### src/mem_map_pkg.sv
// Purpose: Shared constants and types for the core memory address map.
// Assumes: One 100 MHz core clock and a synchronous active-low reset.
// Notes: Every address, field position and reset value is named here once.
package mem_map_pkg;

	// Program memory.
	localparam logic [15:0] CODE_RESET_ADDR = 16'h0000;
	localparam logic [15:0] CODE_LAST_ADDR = 16'hFFFF;
	localparam logic [15:0] VECTOR_BASE = 16'h0003;
	localparam int VECTOR_STEP_LOG2 = 3;

	// External data space.
	localparam logic [15:0] SHARED_FIRST = 16'h0000;
	localparam logic [15:0] SHARED_LAST = 16'h13FF;
	localparam logic [15:0] IOCFG_FIRST = 16'h2000;
	localparam logic [15:0] IOCFG_LAST = 16'h27FF;
	localparam logic [15:0] BATT_FIRST = 16'h2800;
	localparam logic [15:0] BATT_LAST = 16'h287F;
	localparam logic [15:0] MUX_CYCLE_DIVIDER_ADDR = 16'h2100;
	localparam int MUX_CYCLE_DIVIDER_MSB = 7;
	localparam int MUX_CYCLE_DIVIDER_LSB = 4;
	localparam logic [3:0] MUX_CYCLE_DIVIDER_RESET = 4'h0;
	localparam logic [15:0] SAMPLE_AREA_BASE = 16'h0000;

	// Internal data memory.
	localparam logic [7:0] SFR_BASE = 8'h80;
	localparam logic [7:0] BIT_RAM_BASE = 8'h20;
	localparam logic [7:0] BANK_BASE = 8'h00;
	localparam int PSW_BANK_LSB = 3;
	localparam int PSW_BANK_MSB = 4;
	localparam int DPS_SEL_BIT = 0;

	// Special function register addresses.
	localparam logic [7:0] SFR_PRIMARY_LOW = 8'h82;
	localparam logic [7:0] SFR_PRIMARY_HIGH = 8'h83;
	localparam logic [7:0] SFR_SECONDARY_LOW = 8'h84;
	localparam logic [7:0] SFR_SECONDARY_HIGH = 8'h85;
	localparam logic [7:0] SFR_POINTER_SELECT = 8'h92;
	localparam logic [7:0] SFR_PAGE_HIGH = 8'hBF;
	localparam logic [7:0] SFR_STATUS_WORD = 8'hD0;

	// Reset values.
	localparam logic [7:0] POINTER_RESET = 8'h00;
	localparam logic [7:0] SELECT_RESET = 8'h00;
	localparam logic [7:0] PAGE_RESET = 8'h00;
	localparam logic [7:0] STATUS_RESET = 8'h00;

	// Value returned for any read that reaches nothing.
	localparam logic [7:0] UNDEFINED_READ = 8'hFF;

	typedef enum logic [1:0]
	{
		REGION_NONE = 2'b00,
		REGION_SHARED = 2'b01,
		REGION_IOCFG = 2'b10,
		REGION_BATT = 2'b11
	} region_type;

	typedef enum logic [1:0]
	{
		XS_IDLE = 2'b00,
		XS_ISSUE = 2'b01,
		XS_WAIT = 2'b10
	} xfer_state_type;

endpackage

### src/ext_space_decode.sv
// Purpose: Decode a 16-bit external data address into its memory region.
// Assumes: Pure combinational logic on the core clock domain.
// Notes: Addresses in the holes between regions decode as no region.
`timescale 1ns/1ps
module ext_space_decode
(
	input wire logic [15:0] i_addr,
	output mem_map_pkg::region_type o_region
);

	always_comb
	begin
		if (i_addr <= mem_map_pkg::SHARED_LAST)
		begin
			o_region = mem_map_pkg::REGION_SHARED;
		end
		else if (i_addr >= mem_map_pkg::IOCFG_FIRST && i_addr <= mem_map_pkg::IOCFG_LAST)
		begin
			o_region = mem_map_pkg::REGION_IOCFG;
		end
		else if (i_addr >= mem_map_pkg::BATT_FIRST && i_addr <= mem_map_pkg::BATT_LAST)
		begin
			o_region = mem_map_pkg::REGION_BATT;
		end
		else
		begin
			o_region = mem_map_pkg::REGION_NONE;
		end
	end

endmodule

### src/mcu_memory_address_map.sv
// Purpose: Memory address map and data pointer logic of the 8-bit core.
// Assumes: The execution unit holds each request for one cycle only.
// Notes: All outputs are registered; answers arrive one or more cycles late.
// Operation
// - 64 KB code space for fetches and code moves; only the fetch port is built here.
// - Fetching starts at address zero after reset.
// - Vectors eight bytes apart, first at three.
// - External 0x0000-0x13FF maps to shared RAM.
// - Nonzero divider lets samples fill low 0x40 bytes.
// - Decode configuration and battery-backed RAM ranges.
// - Only external moves access external data.
// - Register-indirect moves use page byte as high.
// - Pointer moves use selected 16-bit pointer.
// - Select bit zero picks primary, one secondary.
// - Switching pointers keeps both; ops use selected.
// - Internal data memory is 256 single-byte addresses.
// - Upper half: direct reaches registers, indirect RAM.
// - Four banks of eight registers, status-selected.
// - Bytes 0x20-0x2F bit addressable, rest byte.
// - Lower 128 bytes reachable direct and indirect.
// - Unimplemented registers read undefined, ignore writes.
// - Registers at multiples of eight bit addressable.
`timescale 1ns/1ps
module mcu_memory_address_map
(
	input wire logic i_clock,
	input wire logic i_rst_n,
	input wire logic i_code_req,
	input wire logic [15:0] i_code_addr,
	output logic o_flash_rd,
	output logic [15:0] o_flash_addr,
	input wire logic i_vector_req,
	input wire logic [2:0] i_vector_num,
	output logic o_vector_valid,
	output logic [15:0] o_vector_addr,
	input wire logic i_int_req,
	input wire logic i_int_we,
	input wire logic i_int_indirect,
	input wire logic i_int_bit,
	input wire logic [7:0] i_int_addr,
	input wire logic [7:0] i_int_wdata,
	output logic o_int_ack,
	output logic [7:0] o_int_rdata,
	input wire logic i_ptr_load,
	input wire logic [15:0] i_ptr_value,
	input wire logic i_ptr_inc,
	output logic [15:0] o_active_pointer,
	input wire logic i_xmove_req,
	input wire logic i_xmove_write,
	input wire logic i_xmove_use_pointer,
	input wire logic i_xmove_ri_sel,
	input wire logic [7:0] i_xmove_wdata,
	output logic o_xmove_busy,
	output logic o_xmove_ack,
	output logic [7:0] o_xmove_rdata,
	output logic [15:0] o_ext_addr,
	output logic [7:0] o_ext_wdata,
	output logic o_ext_we,
	output logic o_shared_en,
	output logic o_iocfg_en,
	output logic o_batt_en,
	input wire logic [7:0] i_shared_rdata,
	input wire logic [7:0] i_iocfg_rdata,
	input wire logic [7:0] i_batt_rdata,
	input wire logic i_sample_valid,
	input wire logic [5:0] i_sample_addr,
	input wire logic [7:0] i_sample_data,
	output logic o_sample_we,
	output logic [15:0] o_sample_addr,
	output logic [7:0] o_sample_data
);

	// Indirect reads of the upper half and all reads of the lower half share one array.
	logic [7:0] iram [0:255];
	logic [7:0] primary_pointer_low_reg;
	logic [7:0] primary_pointer_high_reg;
	logic [7:0] secondary_pointer_low_reg;
	logic [7:0] secondary_pointer_high_reg;
	logic [7:0] pointer_select_reg;
	logic [7:0] external_page_high_byte_reg;
	logic [7:0] program_status_word_reg;
	logic [3:0] mux_cycle_divider_reg;
	logic boot_pending_reg;
	mem_map_pkg::xfer_state_type xfer_state_reg;
	mem_map_pkg::region_type xfer_region_reg;
	logic xfer_write_reg;

	logic [7:0] target_addr;
	logic target_is_sfr;
	logic [7:0] sfr_value;
	logic [7:0] current_byte;
	logic [7:0] new_byte;
	logic sfr_write;
	logic ram_write;
	logic [15:0] selected_pointer;
	logic [7:0] ri_addr;
	logic [15:0] xmove_addr;
	mem_map_pkg::region_type xmove_region;
	logic xmove_accept;

	// A bit address below 0x80 lands in the 16-byte bit area, above it in an aligned register.
	function automatic logic [7:0] bit_byte_addr(input logic [7:0] addr);
		logic [7:0] result;
		if (addr < mem_map_pkg::SFR_BASE)
		begin
			result = mem_map_pkg::BIT_RAM_BASE + {4'h0, addr[6:3]};
		end
		else
		begin
			result = {addr[7:3], 3'b000};
		end
		return result;
	endfunction

	// Only direct accesses of the upper half go to the registers.
	function automatic logic is_sfr_access(input logic [7:0] addr, input logic indirect);
		return (addr >= mem_map_pkg::SFR_BASE) && !indirect;
	endfunction

	always_comb
	begin
		target_addr = i_int_bit ? bit_byte_addr(i_int_addr) : i_int_addr;
		// Bit operations are always direct, so the upper half is the register space.
		target_is_sfr = is_sfr_access(target_addr, i_int_indirect && !i_int_bit);
		case (target_addr)
			mem_map_pkg::SFR_PRIMARY_LOW: sfr_value = primary_pointer_low_reg;
			mem_map_pkg::SFR_PRIMARY_HIGH: sfr_value = primary_pointer_high_reg;
			mem_map_pkg::SFR_SECONDARY_LOW: sfr_value = secondary_pointer_low_reg;
			mem_map_pkg::SFR_SECONDARY_HIGH: sfr_value = secondary_pointer_high_reg;
			mem_map_pkg::SFR_POINTER_SELECT: sfr_value = pointer_select_reg;
			mem_map_pkg::SFR_PAGE_HIGH: sfr_value = external_page_high_byte_reg;
			mem_map_pkg::SFR_STATUS_WORD: sfr_value = program_status_word_reg;
			default: sfr_value = mem_map_pkg::UNDEFINED_READ;
		endcase
		current_byte = target_is_sfr ? sfr_value : iram[target_addr];
		new_byte = i_int_wdata;
		if (i_int_bit)
		begin
			new_byte = current_byte;
			new_byte[i_int_addr[2:0]] = i_int_wdata[0];
		end
		sfr_write = i_int_req && i_int_we && target_is_sfr;
		ram_write = i_int_req && i_int_we && !target_is_sfr;
	end

	always_comb
	begin
		if (pointer_select_reg[mem_map_pkg::DPS_SEL_BIT])
		begin
			selected_pointer = {secondary_pointer_high_reg, secondary_pointer_low_reg};
		end
		else
		begin
			selected_pointer = {primary_pointer_high_reg, primary_pointer_low_reg};
		end
		ri_addr = mem_map_pkg::BANK_BASE
			+ {3'b000, program_status_word_reg[mem_map_pkg::PSW_BANK_MSB:mem_map_pkg::PSW_BANK_LSB],
			3'b000} + {7'h00, i_xmove_ri_sel};
		if (i_xmove_use_pointer)
		begin
			xmove_addr = selected_pointer;
		end
		else
		begin
			xmove_addr = {external_page_high_byte_reg, iram[ri_addr]};
		end
		xmove_accept = i_xmove_req && (xfer_state_reg == mem_map_pkg::XS_IDLE);
	end

	ext_space_decode u_decode
	(
		.i_addr(xmove_addr),
		.o_region(xmove_region)
	);

	// Program memory fetch port; the first fetch after reset is forced to address zero.
	always_ff @(posedge i_clock)
	begin
		if (!i_rst_n)
		begin
			boot_pending_reg <= 1'b1;
			o_flash_rd <= 1'b0;
			o_flash_addr <= mem_map_pkg::CODE_RESET_ADDR;
		end
		else if (boot_pending_reg)
		begin
			boot_pending_reg <= 1'b0;
			o_flash_rd <= 1'b1;
			o_flash_addr <= mem_map_pkg::CODE_RESET_ADDR;
		end
		else
		begin
			o_flash_rd <= i_code_req;
			if (i_code_req)
			begin
				o_flash_addr <= i_code_addr & mem_map_pkg::CODE_LAST_ADDR;
			end
		end
	end

	always_ff @(posedge i_clock)
	begin
		if (!i_rst_n)
		begin
			o_vector_valid <= 1'b0;
			o_vector_addr <= mem_map_pkg::VECTOR_BASE;
		end
		else
		begin
			o_vector_valid <= i_vector_req;
			if (i_vector_req)
			begin
				o_vector_addr <= mem_map_pkg::VECTOR_BASE
					+ (16'({i_vector_num}) << mem_map_pkg::VECTOR_STEP_LOG2);
			end
		end
	end

	// Internal RAM has no reset; software must not rely on its power-up contents.
	always_ff @(posedge i_clock)
	begin
		if (ram_write)
		begin
			iram[target_addr] <= new_byte;
		end
	end

	always_ff @(posedge i_clock)
	begin
		if (!i_rst_n)
		begin
			o_int_ack <= 1'b0;
			o_int_rdata <= 8'h00;
		end
		else
		begin
			o_int_ack <= i_int_req;
			if (i_int_req && !i_int_we)
			begin
				if (i_int_bit)
				begin
					o_int_rdata <= {7'h00, current_byte[i_int_addr[2:0]]};
				end
				else
				begin
					o_int_rdata <= current_byte;
				end
			end
		end
	end

	// Pointer instructions from the core take priority over a register write in the same cycle.
	always_ff @(posedge i_clock)
	begin
		if (!i_rst_n)
		begin
			primary_pointer_low_reg <= mem_map_pkg::POINTER_RESET;
			primary_pointer_high_reg <= mem_map_pkg::POINTER_RESET;
			secondary_pointer_low_reg <= mem_map_pkg::POINTER_RESET;
			secondary_pointer_high_reg <= mem_map_pkg::POINTER_RESET;
		end
		else if (i_ptr_load || i_ptr_inc)
		begin
			if (pointer_select_reg[mem_map_pkg::DPS_SEL_BIT])
			begin
				{secondary_pointer_high_reg, secondary_pointer_low_reg} <=
					i_ptr_load ? i_ptr_value : selected_pointer + 16'h0001;
			end
			else
			begin
				{primary_pointer_high_reg, primary_pointer_low_reg} <=
					i_ptr_load ? i_ptr_value : selected_pointer + 16'h0001;
			end
		end
		else if (sfr_write)
		begin
			case (target_addr)
				mem_map_pkg::SFR_PRIMARY_LOW: primary_pointer_low_reg <= new_byte;
				mem_map_pkg::SFR_PRIMARY_HIGH: primary_pointer_high_reg <= new_byte;
				mem_map_pkg::SFR_SECONDARY_LOW: secondary_pointer_low_reg <= new_byte;
				mem_map_pkg::SFR_SECONDARY_HIGH: secondary_pointer_high_reg <= new_byte;
				default: primary_pointer_low_reg <= primary_pointer_low_reg;
			endcase
		end
	end

	// Only the select bit is stored, so toggling it never touches pointer contents.
	always_ff @(posedge i_clock)
	begin
		if (!i_rst_n)
		begin
			pointer_select_reg <= mem_map_pkg::SELECT_RESET;
		end
		else if (sfr_write && target_addr == mem_map_pkg::SFR_POINTER_SELECT)
		begin
			pointer_select_reg <= {7'h00, new_byte[mem_map_pkg::DPS_SEL_BIT]};
		end
	end

	always_ff @(posedge i_clock)
	begin
		if (!i_rst_n)
		begin
			external_page_high_byte_reg <= mem_map_pkg::PAGE_RESET;
		end
		else if (sfr_write && target_addr == mem_map_pkg::SFR_PAGE_HIGH)
		begin
			external_page_high_byte_reg <= new_byte;
		end
	end

	always_ff @(posedge i_clock)
	begin
		if (!i_rst_n)
		begin
			program_status_word_reg <= mem_map_pkg::STATUS_RESET;
		end
		else if (sfr_write && target_addr == mem_map_pkg::SFR_STATUS_WORD)
		begin
			program_status_word_reg <= new_byte;
		end
	end

	always_ff @(posedge i_clock)
	begin
		if (!i_rst_n)
		begin
			o_active_pointer <= {mem_map_pkg::POINTER_RESET, mem_map_pkg::POINTER_RESET};
		end
		else
		begin
			o_active_pointer <= selected_pointer;
		end
	end

	// The divider is snooped from external writes to the configuration RAM.
	always_ff @(posedge i_clock)
	begin
		if (!i_rst_n)
		begin
			mux_cycle_divider_reg <= mem_map_pkg::MUX_CYCLE_DIVIDER_RESET;
		end
		else if (xmove_accept && i_xmove_write && xmove_addr == mem_map_pkg::MUX_CYCLE_DIVIDER_ADDR)
		begin
			mux_cycle_divider_reg <= i_xmove_wdata[mem_map_pkg::MUX_CYCLE_DIVIDER_MSB:mem_map_pkg::MUX_CYCLE_DIVIDER_LSB];
		end
	end

	// Samples use their own RAM port, so they never stall the core; none is written while the divider is zero.
	always_ff @(posedge i_clock)
	begin
		if (!i_rst_n)
		begin
			o_sample_we <= 1'b0;
			o_sample_addr <= mem_map_pkg::SAMPLE_AREA_BASE;
			o_sample_data <= 8'h00;
		end
		else
		begin
			o_sample_we <= i_sample_valid && (mux_cycle_divider_reg != 4'h0);
			if (i_sample_valid)
			begin
				o_sample_addr <= mem_map_pkg::SAMPLE_AREA_BASE + {10'h000, i_sample_addr};
				o_sample_data <= i_sample_data;
			end
		end
	end

	// External move sequencer: issue one strobe, then wait one cycle for read data.
	always_ff @(posedge i_clock)
	begin
		if (!i_rst_n)
		begin
			xfer_state_reg <= mem_map_pkg::XS_IDLE;
			xfer_region_reg <= mem_map_pkg::REGION_NONE;
			xfer_write_reg <= 1'b0;
			o_xmove_busy <= 1'b0;
			o_xmove_ack <= 1'b0;
			o_xmove_rdata <= 8'h00;
		end
		else
		begin
			o_xmove_ack <= 1'b0;
			case (xfer_state_reg)
				mem_map_pkg::XS_IDLE:
				begin
					if (xmove_accept)
					begin
						xfer_state_reg <= mem_map_pkg::XS_ISSUE;
						xfer_region_reg <= xmove_region;
						xfer_write_reg <= i_xmove_write;
						o_xmove_busy <= 1'b1;
					end
				end
				mem_map_pkg::XS_ISSUE:
				begin
					if (xfer_write_reg)
					begin
						xfer_state_reg <= mem_map_pkg::XS_IDLE;
						o_xmove_busy <= 1'b0;
						o_xmove_ack <= 1'b1;
					end
					else
					begin
						xfer_state_reg <= mem_map_pkg::XS_WAIT;
					end
				end
				mem_map_pkg::XS_WAIT:
				begin
					xfer_state_reg <= mem_map_pkg::XS_IDLE;
					o_xmove_busy <= 1'b0;
					o_xmove_ack <= 1'b1;
					case (xfer_region_reg)
						mem_map_pkg::REGION_SHARED: o_xmove_rdata <= i_shared_rdata;
						mem_map_pkg::REGION_IOCFG: o_xmove_rdata <= i_iocfg_rdata;
						mem_map_pkg::REGION_BATT: o_xmove_rdata <= i_batt_rdata;
						default: o_xmove_rdata <= mem_map_pkg::UNDEFINED_READ;
					endcase
				end
				default:
				begin
					xfer_state_reg <= mem_map_pkg::XS_IDLE;
					o_xmove_busy <= 1'b0;
				end
			endcase
		end
	end

	// Region strobes last exactly one cycle; an unmapped address raises none of them.
	always_ff @(posedge i_clock)
	begin
		if (!i_rst_n)
		begin
			o_ext_addr <= 16'h0000;
			o_ext_wdata <= 8'h00;
			o_ext_we <= 1'b0;
			o_shared_en <= 1'b0;
			o_iocfg_en <= 1'b0;
			o_batt_en <= 1'b0;
		end
		else
		begin
			o_shared_en <= xmove_accept && xmove_region == mem_map_pkg::REGION_SHARED;
			o_iocfg_en <= xmove_accept && xmove_region == mem_map_pkg::REGION_IOCFG;
			o_batt_en <= xmove_accept && xmove_region == mem_map_pkg::REGION_BATT;
			o_ext_we <= xmove_accept && i_xmove_write && xmove_region != mem_map_pkg::REGION_NONE;
			if (xmove_accept)
			begin
				o_ext_addr <= xmove_addr;
				o_ext_wdata <= i_xmove_wdata;
			end
		end
	end

endmodule

### config.mk
export PLATFORM = sky130hd
export DESIGN_NAME = mcu_memory_address_map
export DESIGN_NICKNAME = d
export VERILOG_FILES = /design/src/mem_map_pkg.sv /design/src/ext_space_decode.sv /design/src/mcu_memory_address_map.sv
export SDC_FILE = /design/constraint.sdc
export NUM_CORES = 2
export LEC_CHECK = 0
export BUFFER_PORTS_ARGS = -buffer_cell sky130_fd_sc_hd__buf_2
export CAP_MARGIN = 40
export CORE_MARGIN = 4
export CORE_UTILIZATION = 56
export DETAILED_ROUTE_END_ITERATION = 6
export PLACE_DENSITY = 0.76
export SYNTH_ARGS = -nofsm -noshare
export SYNTH_HDL_FRONTEND = slang
export SYNTH_SLANG_ARGS = --single-unit
### constraint.sdc
create_clock -name i_clock -period 18.8 [get_ports i_clock]
set_input_delay 3.76 -clock i_clock [delete_from_list [all_inputs] [get_ports i_clock]]
set_output_delay 3.76 -clock i_clock [all_outputs]
set_load 0.02 [all_outputs]
; ---- Word-level counts from Yosys, hierarchy flattened
; Memories as Yosys holds them, arrays and structs flattened.
; Index checks and enable logic that the tools add are counted.
[totals]
mem_count = 1
elab_cells = 152
register_bits = 171
ramBits = 2048
[memory_table]
columns = memory, words, word_bits, rd, rd_clocked_by_memory_dff, wr, line
row1 = iram, 256, 8, 2, 0, 1, mcu_memory_address_map.sv:74  ; logic [7:0] iram [0:255];
[classes]
order_cmp = 9
muxes = 46
eq_ne = 20
add_sub_neg = 4
bitwise = 1
n_reduce_logical = 40
[ops]
columns = op, count
row1 = 8-bit 2-to-1 mux, 21
row2 = 8-bit == test (second input constant), 7
row3 = 8-bit one-hot mux with 7 select lines, 1
row4 = 16-bit 2-to-1 mux, 3
row5 = 16-bit by 14-bit >= comparator with 1-bit output (second input constant), 2
row6 = 16-bit by 14-bit less-or-equal comparator with 1-bit output (second input constant), 2
row7 = 8-bit one-hot mux with 3 select lines, 1
row8 = 1-bit logical AND, 20
row9 = 16-bit by 1-bit adder with 16-bit output (second input constant), 1
row10 = 16-bit by 14-bit == test with 1-bit output (second input constant), 1
row11 = 16-bit by 13-bit less-or-equal comparator with 1-bit output (second input constant), 1
row12 = 3-bit AND reduction, 4
row13 = 2-bit nonzero test, 6
row14 = 2-bit == test (second input constant), 5
row15 = 2-bit 2-to-1 mux, 5
row16 = 1-bit 2-to-1 mux, 9
row17 = 8-bit bitwise mux, 1
row18 = 8-bit >= comparator (second input constant), 1
row19 = 8-bit < comparator (second input constant), 1
row20 = 2-bit != test (second input constant), 4
row21 = 2-bit by 6-bit adder with 7-bit output (first input constant), 1
row22 = 6-bit by 4-bit adder with 7-bit output (first input constant), 1
row23 = 5-bit by 1-bit adder with 6-bit output, 1
row24 = 2-bit by 1-bit == test with 1-bit output (second input constant), 3
row25 = other kinds (13), 18

; ---- Longest topological paths before layout
[depth]
word_depth = 11
depth_mapped = 18
mapped_depth_nobuf = 11

; ---- Modules after synthesis
; Synthesis repeated with hierarchy kept, for this count alone.
[unflattened]
cells_unflattened = 6217
hier_area_um2 = 89669.8
[by_module_without_submodules]
columns = module, area_each_um2, cells_each, instances
row1 = mcu_memory_address_map, 89608.4, 6209, 1
row2 = ext_space_decode, 61.3, 8, 1

; ---- Worst setup path before layout
; Ideal clock, no wire load.
[synth_path]
path_type = input-to-reg
from = input i_int_addr[7]
to = memory iram[0][0], data pin
cell_stages = 12
path_slack_ns = 0.794
required_ns = 16.582
t_arrival_ns = 15.789
path_cell_list = buf_4 > nor3b_1 > a32o_1 > buf_2 > clkbuf_1 > clkbuf_1 > nand2_1 > nor2_1 > a21oi_1 > nand4_1 > o21ai_1 > o21ai_0
[synth_via]
elab_chain_cells = 8
[synth_rtl]
columns = item, line
row1 = from (decl), mcu_memory_address_map.sv:40  ; input wire logic [7:0] i_int_addr,
row2 = 8-bit < comparator, mcu_memory_address_map.sv:104  ; if (addr < mem_map_pkg::SFR_BASE)
row3 = 8-bit 2-to-1 mux, mcu_memory_address_map.sv:104
row4 = 8-bit 2-to-1 mux (*), mcu_memory_address_map.sv:122  ; target_addr = i_int_bit ? bit_byte_addr(i_int_addr) : i_int_addr;
row5 = branches (longest 2 deep; another with memory 256 x 8 bit), -
row6 = 8-bit 2-to-1 mux (*), mcu_memory_address_map.sv:135  ; current_byte = target_is_sfr ? sfr_value : iram[target_addr];
row7 = 8-bit bitwise mux (*), mcu_memory_address_map.sv:140  ; new_byte[i_int_addr[2:0]] = i_int_wdata[0];
row8 = 8-bit 2-to-1 mux (*), mcu_memory_address_map.sv:137  ; if (i_int_bit)
row9 = via new_byte[0], mcu_memory_address_map.sv:92  ; logic [7:0] new_byte;
row10 = to (decl), mcu_memory_address_map.sv:74
; Mark *: on every way through the listed nets, which the timed path passes.

; ---- Worst setup path in the final report
[layout_path]
from = input i_int_bit
to = memory iram[90][7], data pin
[layout_via]
elab_chain_cells = 7
[layout_rtl]
columns = item, line
row1 = from (decl), mcu_memory_address_map.sv:39  ; input wire logic i_int_bit,
row2 = branches (longest 6 deep; another with memory 256 x 8 bit), -
row3 = 8-bit 2-to-1 mux (*), mcu_memory_address_map.sv:137
row4 = via new_byte[7], mcu_memory_address_map.sv:92
; Marked as above.

==> reports/results.ini <==
[placed_design]
numPortBuffers=210
gp_congestion=0.977
hpwlAfterDp_um=171000
pre_cts_ws_ns=7.19

[pwr]
ir_worst_vdd_mv=0.0864
p_per_area_nw_per_um2=106
p_leak_uw=0.0336
power_uw=10700

[sta]
rsz0062_at_grt=false
setup_viol=0
slew_violations=0
max_slew_margin_pct=27.8
finalHoldViolCount=0
fin_ws_ns=7.69
period_share_pct=59.1
whs_ns=0.443
fin_crit_ns=11.11
fmax_mhz=90.0
setup-tns-final_ns=0
finalClockSkew_ns=0.0785
worst_pin_slew_ns=1.07

[routing]
topRoutingLayerUsed=met5
ant_nets=0
vias_per_cell=6.98
wl_per_cell_um=32.7
routedLengthMet1_um=96400
wl_met3_um=45500
first_pass_iters=6
drcViolationCount=12
vias=61000
drt_iter0_markers=10900
drt_wl_total_um=286000
wl_met2_um=124000

[synthesis]
synth.avg_cell_area_um2=14.4
synth-warning-count=0
synth_top_area_share_pct=68.6
syn_area_um2=89600
synth_edf_count=2048
async_reset_ff_share_pct=0
ys.flop_type=edfxtp_1
seq_area_frac_synth_pct=72.1
synth_area_leader_cell=edfxtp_1
yosys-top-cells-area=edfxtp_1, mux4_2, dfxtp_1, a211oi_1, nand2_1
synth_cell_type_count=89
synth_seq_cells=2206
synthCells=6221

[final_layout]
drive_gt1_share_pct=15.6
n_fill_cell=10800
layout.cells.most_common_list=edfxtp_1, nand2_1, nor2_1
largest_register=iram
nNetsFinal=6588
syn2layout_area_growth_pct=12.5
largest_reg_flops=2048
final_util_pct=63.5
mostFrequentLayoutCell=edfxtp_1

[clocking]
cts_tree=built
cts_root_buf=clkbuf_16
post_cts_buffers=0
clkTransAtPathRegs_ns=0.06
h-tree-depth=4
post_cts_resized=0
holdBufCountCts=0
cts_inserted_buffers=210
worstSkewPairLatency_ns=0.89
clock_sinks=2206
cts_buffer_depth=3

[floorplanning]
ioPinCount=234
row_count=146
coreArea_um2=159000
die_area_um2=167000
die_w_um=408
initial_core_util_pct=56.5
die_h_um=408

[grt]
grt_max_degree=232
grt_pass1_vias=57300
antenna_found_initial=22
grt_pass1_wl_um=408000
overflow=0
track_usage_pct=33.5

[worst_setup_path]
slowest_stage=nand2_8
crit_path_max_fanout=119
cp_top_family=buffers and inverters
path_class=input pin to flop
cp_num_buf_inv=6
path_common_cell=buf_4
critical_path_cell_count=15
crit_chain=buf_2, buf_4, nand3b_4, nand2_8, buf_12, buf_4, mux2i_1, and3_1, or4_1, or4_1, a222oi_1, a211oi_1, o2bb2ai_4, buf_4, buf_4
required_ns=19.35
cp.arrival_ns=11.66
worstSetupStartpointType=input pin
crit_path_end_kind=flop
crit_path_max_incr_delay_ns=0.86
ff2ff_path_depth=10

[run_status]
status=finished, violations left
violations=design-rule violations

[run]
drv_cap=0

[worst_hold_path]
hold_path_class=flop to flop
whs_path_depth=2

## final cells by class
| class | instances | area [um2] | share of cell area, % |
|---|---|---|---|
| flip-flops and latches | 2206 | 64700 | 64.1 |
| well taps | 2072 | 2590 | 2.57 |
| inverters | 17 | 78.8 | 0.0782 |
| clock buffers | 252 | 5470 | 5.42 |
| repair buffers | 522 | 3830 | 3.80 |
| multi-input cells | 3515 | 22700 | 22.5 |
| diodes | 10 | 25.0 | 0.0248 |
| clock inverters | 143 | 1530 | 1.52 |
## worst reg2reg max path, delay by kind of cell, from the launching register on
family / cells / cell delay (ns)
DFF: 1 / 0.35
buffers and inverters: 2 / 1.53
and+or+nand+nor: 2 / 0.96
AOI/OAI and AO/OA: 6 / 1.85
## stage by stage
step	area (um2)	instances
after floorplan	89700	6242
after global placement	92200	8155
after detailed placement	93700	8321
after CTS	101000	8716
after global routing	101000	8728
final	101000	8737
## synth_stat cells (90+ instances only)
| master | instances |
|---|---|
| and3_1 | 397 |
| a211oi_1 | 381 |
| buf_4 | 90 |
| mux4_2 | 146 |
| dfxtp_1 | 158 |
| edfxtp_1 | 2048 |
| nand2_1 | 751 |
| buf_2 | 147 |
| nor2_1 | 457 |
| o22ai_1 | 135 |
| mux2i_1 | 126 |
| o21ai_0 | 190 |
| a21oi_1 | 117 |
| nand3_1 | 95 |
| a31oi_1 | 245 |
| clkbuf_1 | 229 |
## worst paths after layout
check                                       from           to  slack (ns)
worst max-delay path                   i_int_bit  iram[90][7]        7.69
worst min-delay path            boot_pending_reg   o_flash_rd        0.44
worst max register to register      iram[247][7]  iram[90][7]       13.71
worst min register to register  boot_pending_reg   o_flash_rd        0.44
## routing by layer
layer | vias up | global-route usage (%)
met5 | - | 0
met4 | 22 | 19.0
met3 | 1102 | 11.8
met2 | 5467 | 48.6
met1 | 29600 | 44.4
li1 | 24800 | -
## power breakdown
group          internal, uW  switching [uW]  leakage [uW]
combinational           238             716        0.0105
clock                  2420            1870       0.00339
sequential             5480            11.5        0.0198
## logic make-up (layout without fill, tap and decap cells)
family / after synthesis / in the layout / share of synthesized area [%]
adders and majority gates: 4 / 4 / 0.0558
and+or+nand+nor: 1876 / 1876 / 9.66
muxes: 284 / 284 / 5.23
buffers and inverters: 521 / 934 / 2.87
other: 2 / 33 / 0.00838
DFF: 2206 / 2206 / 72.1
AOI/OAI and AO/OA: 1318 / 1318 / 9.92
xor gates and xnor gates: 10 / 10 / 0.0977
(Power assumes the default switching activity.)
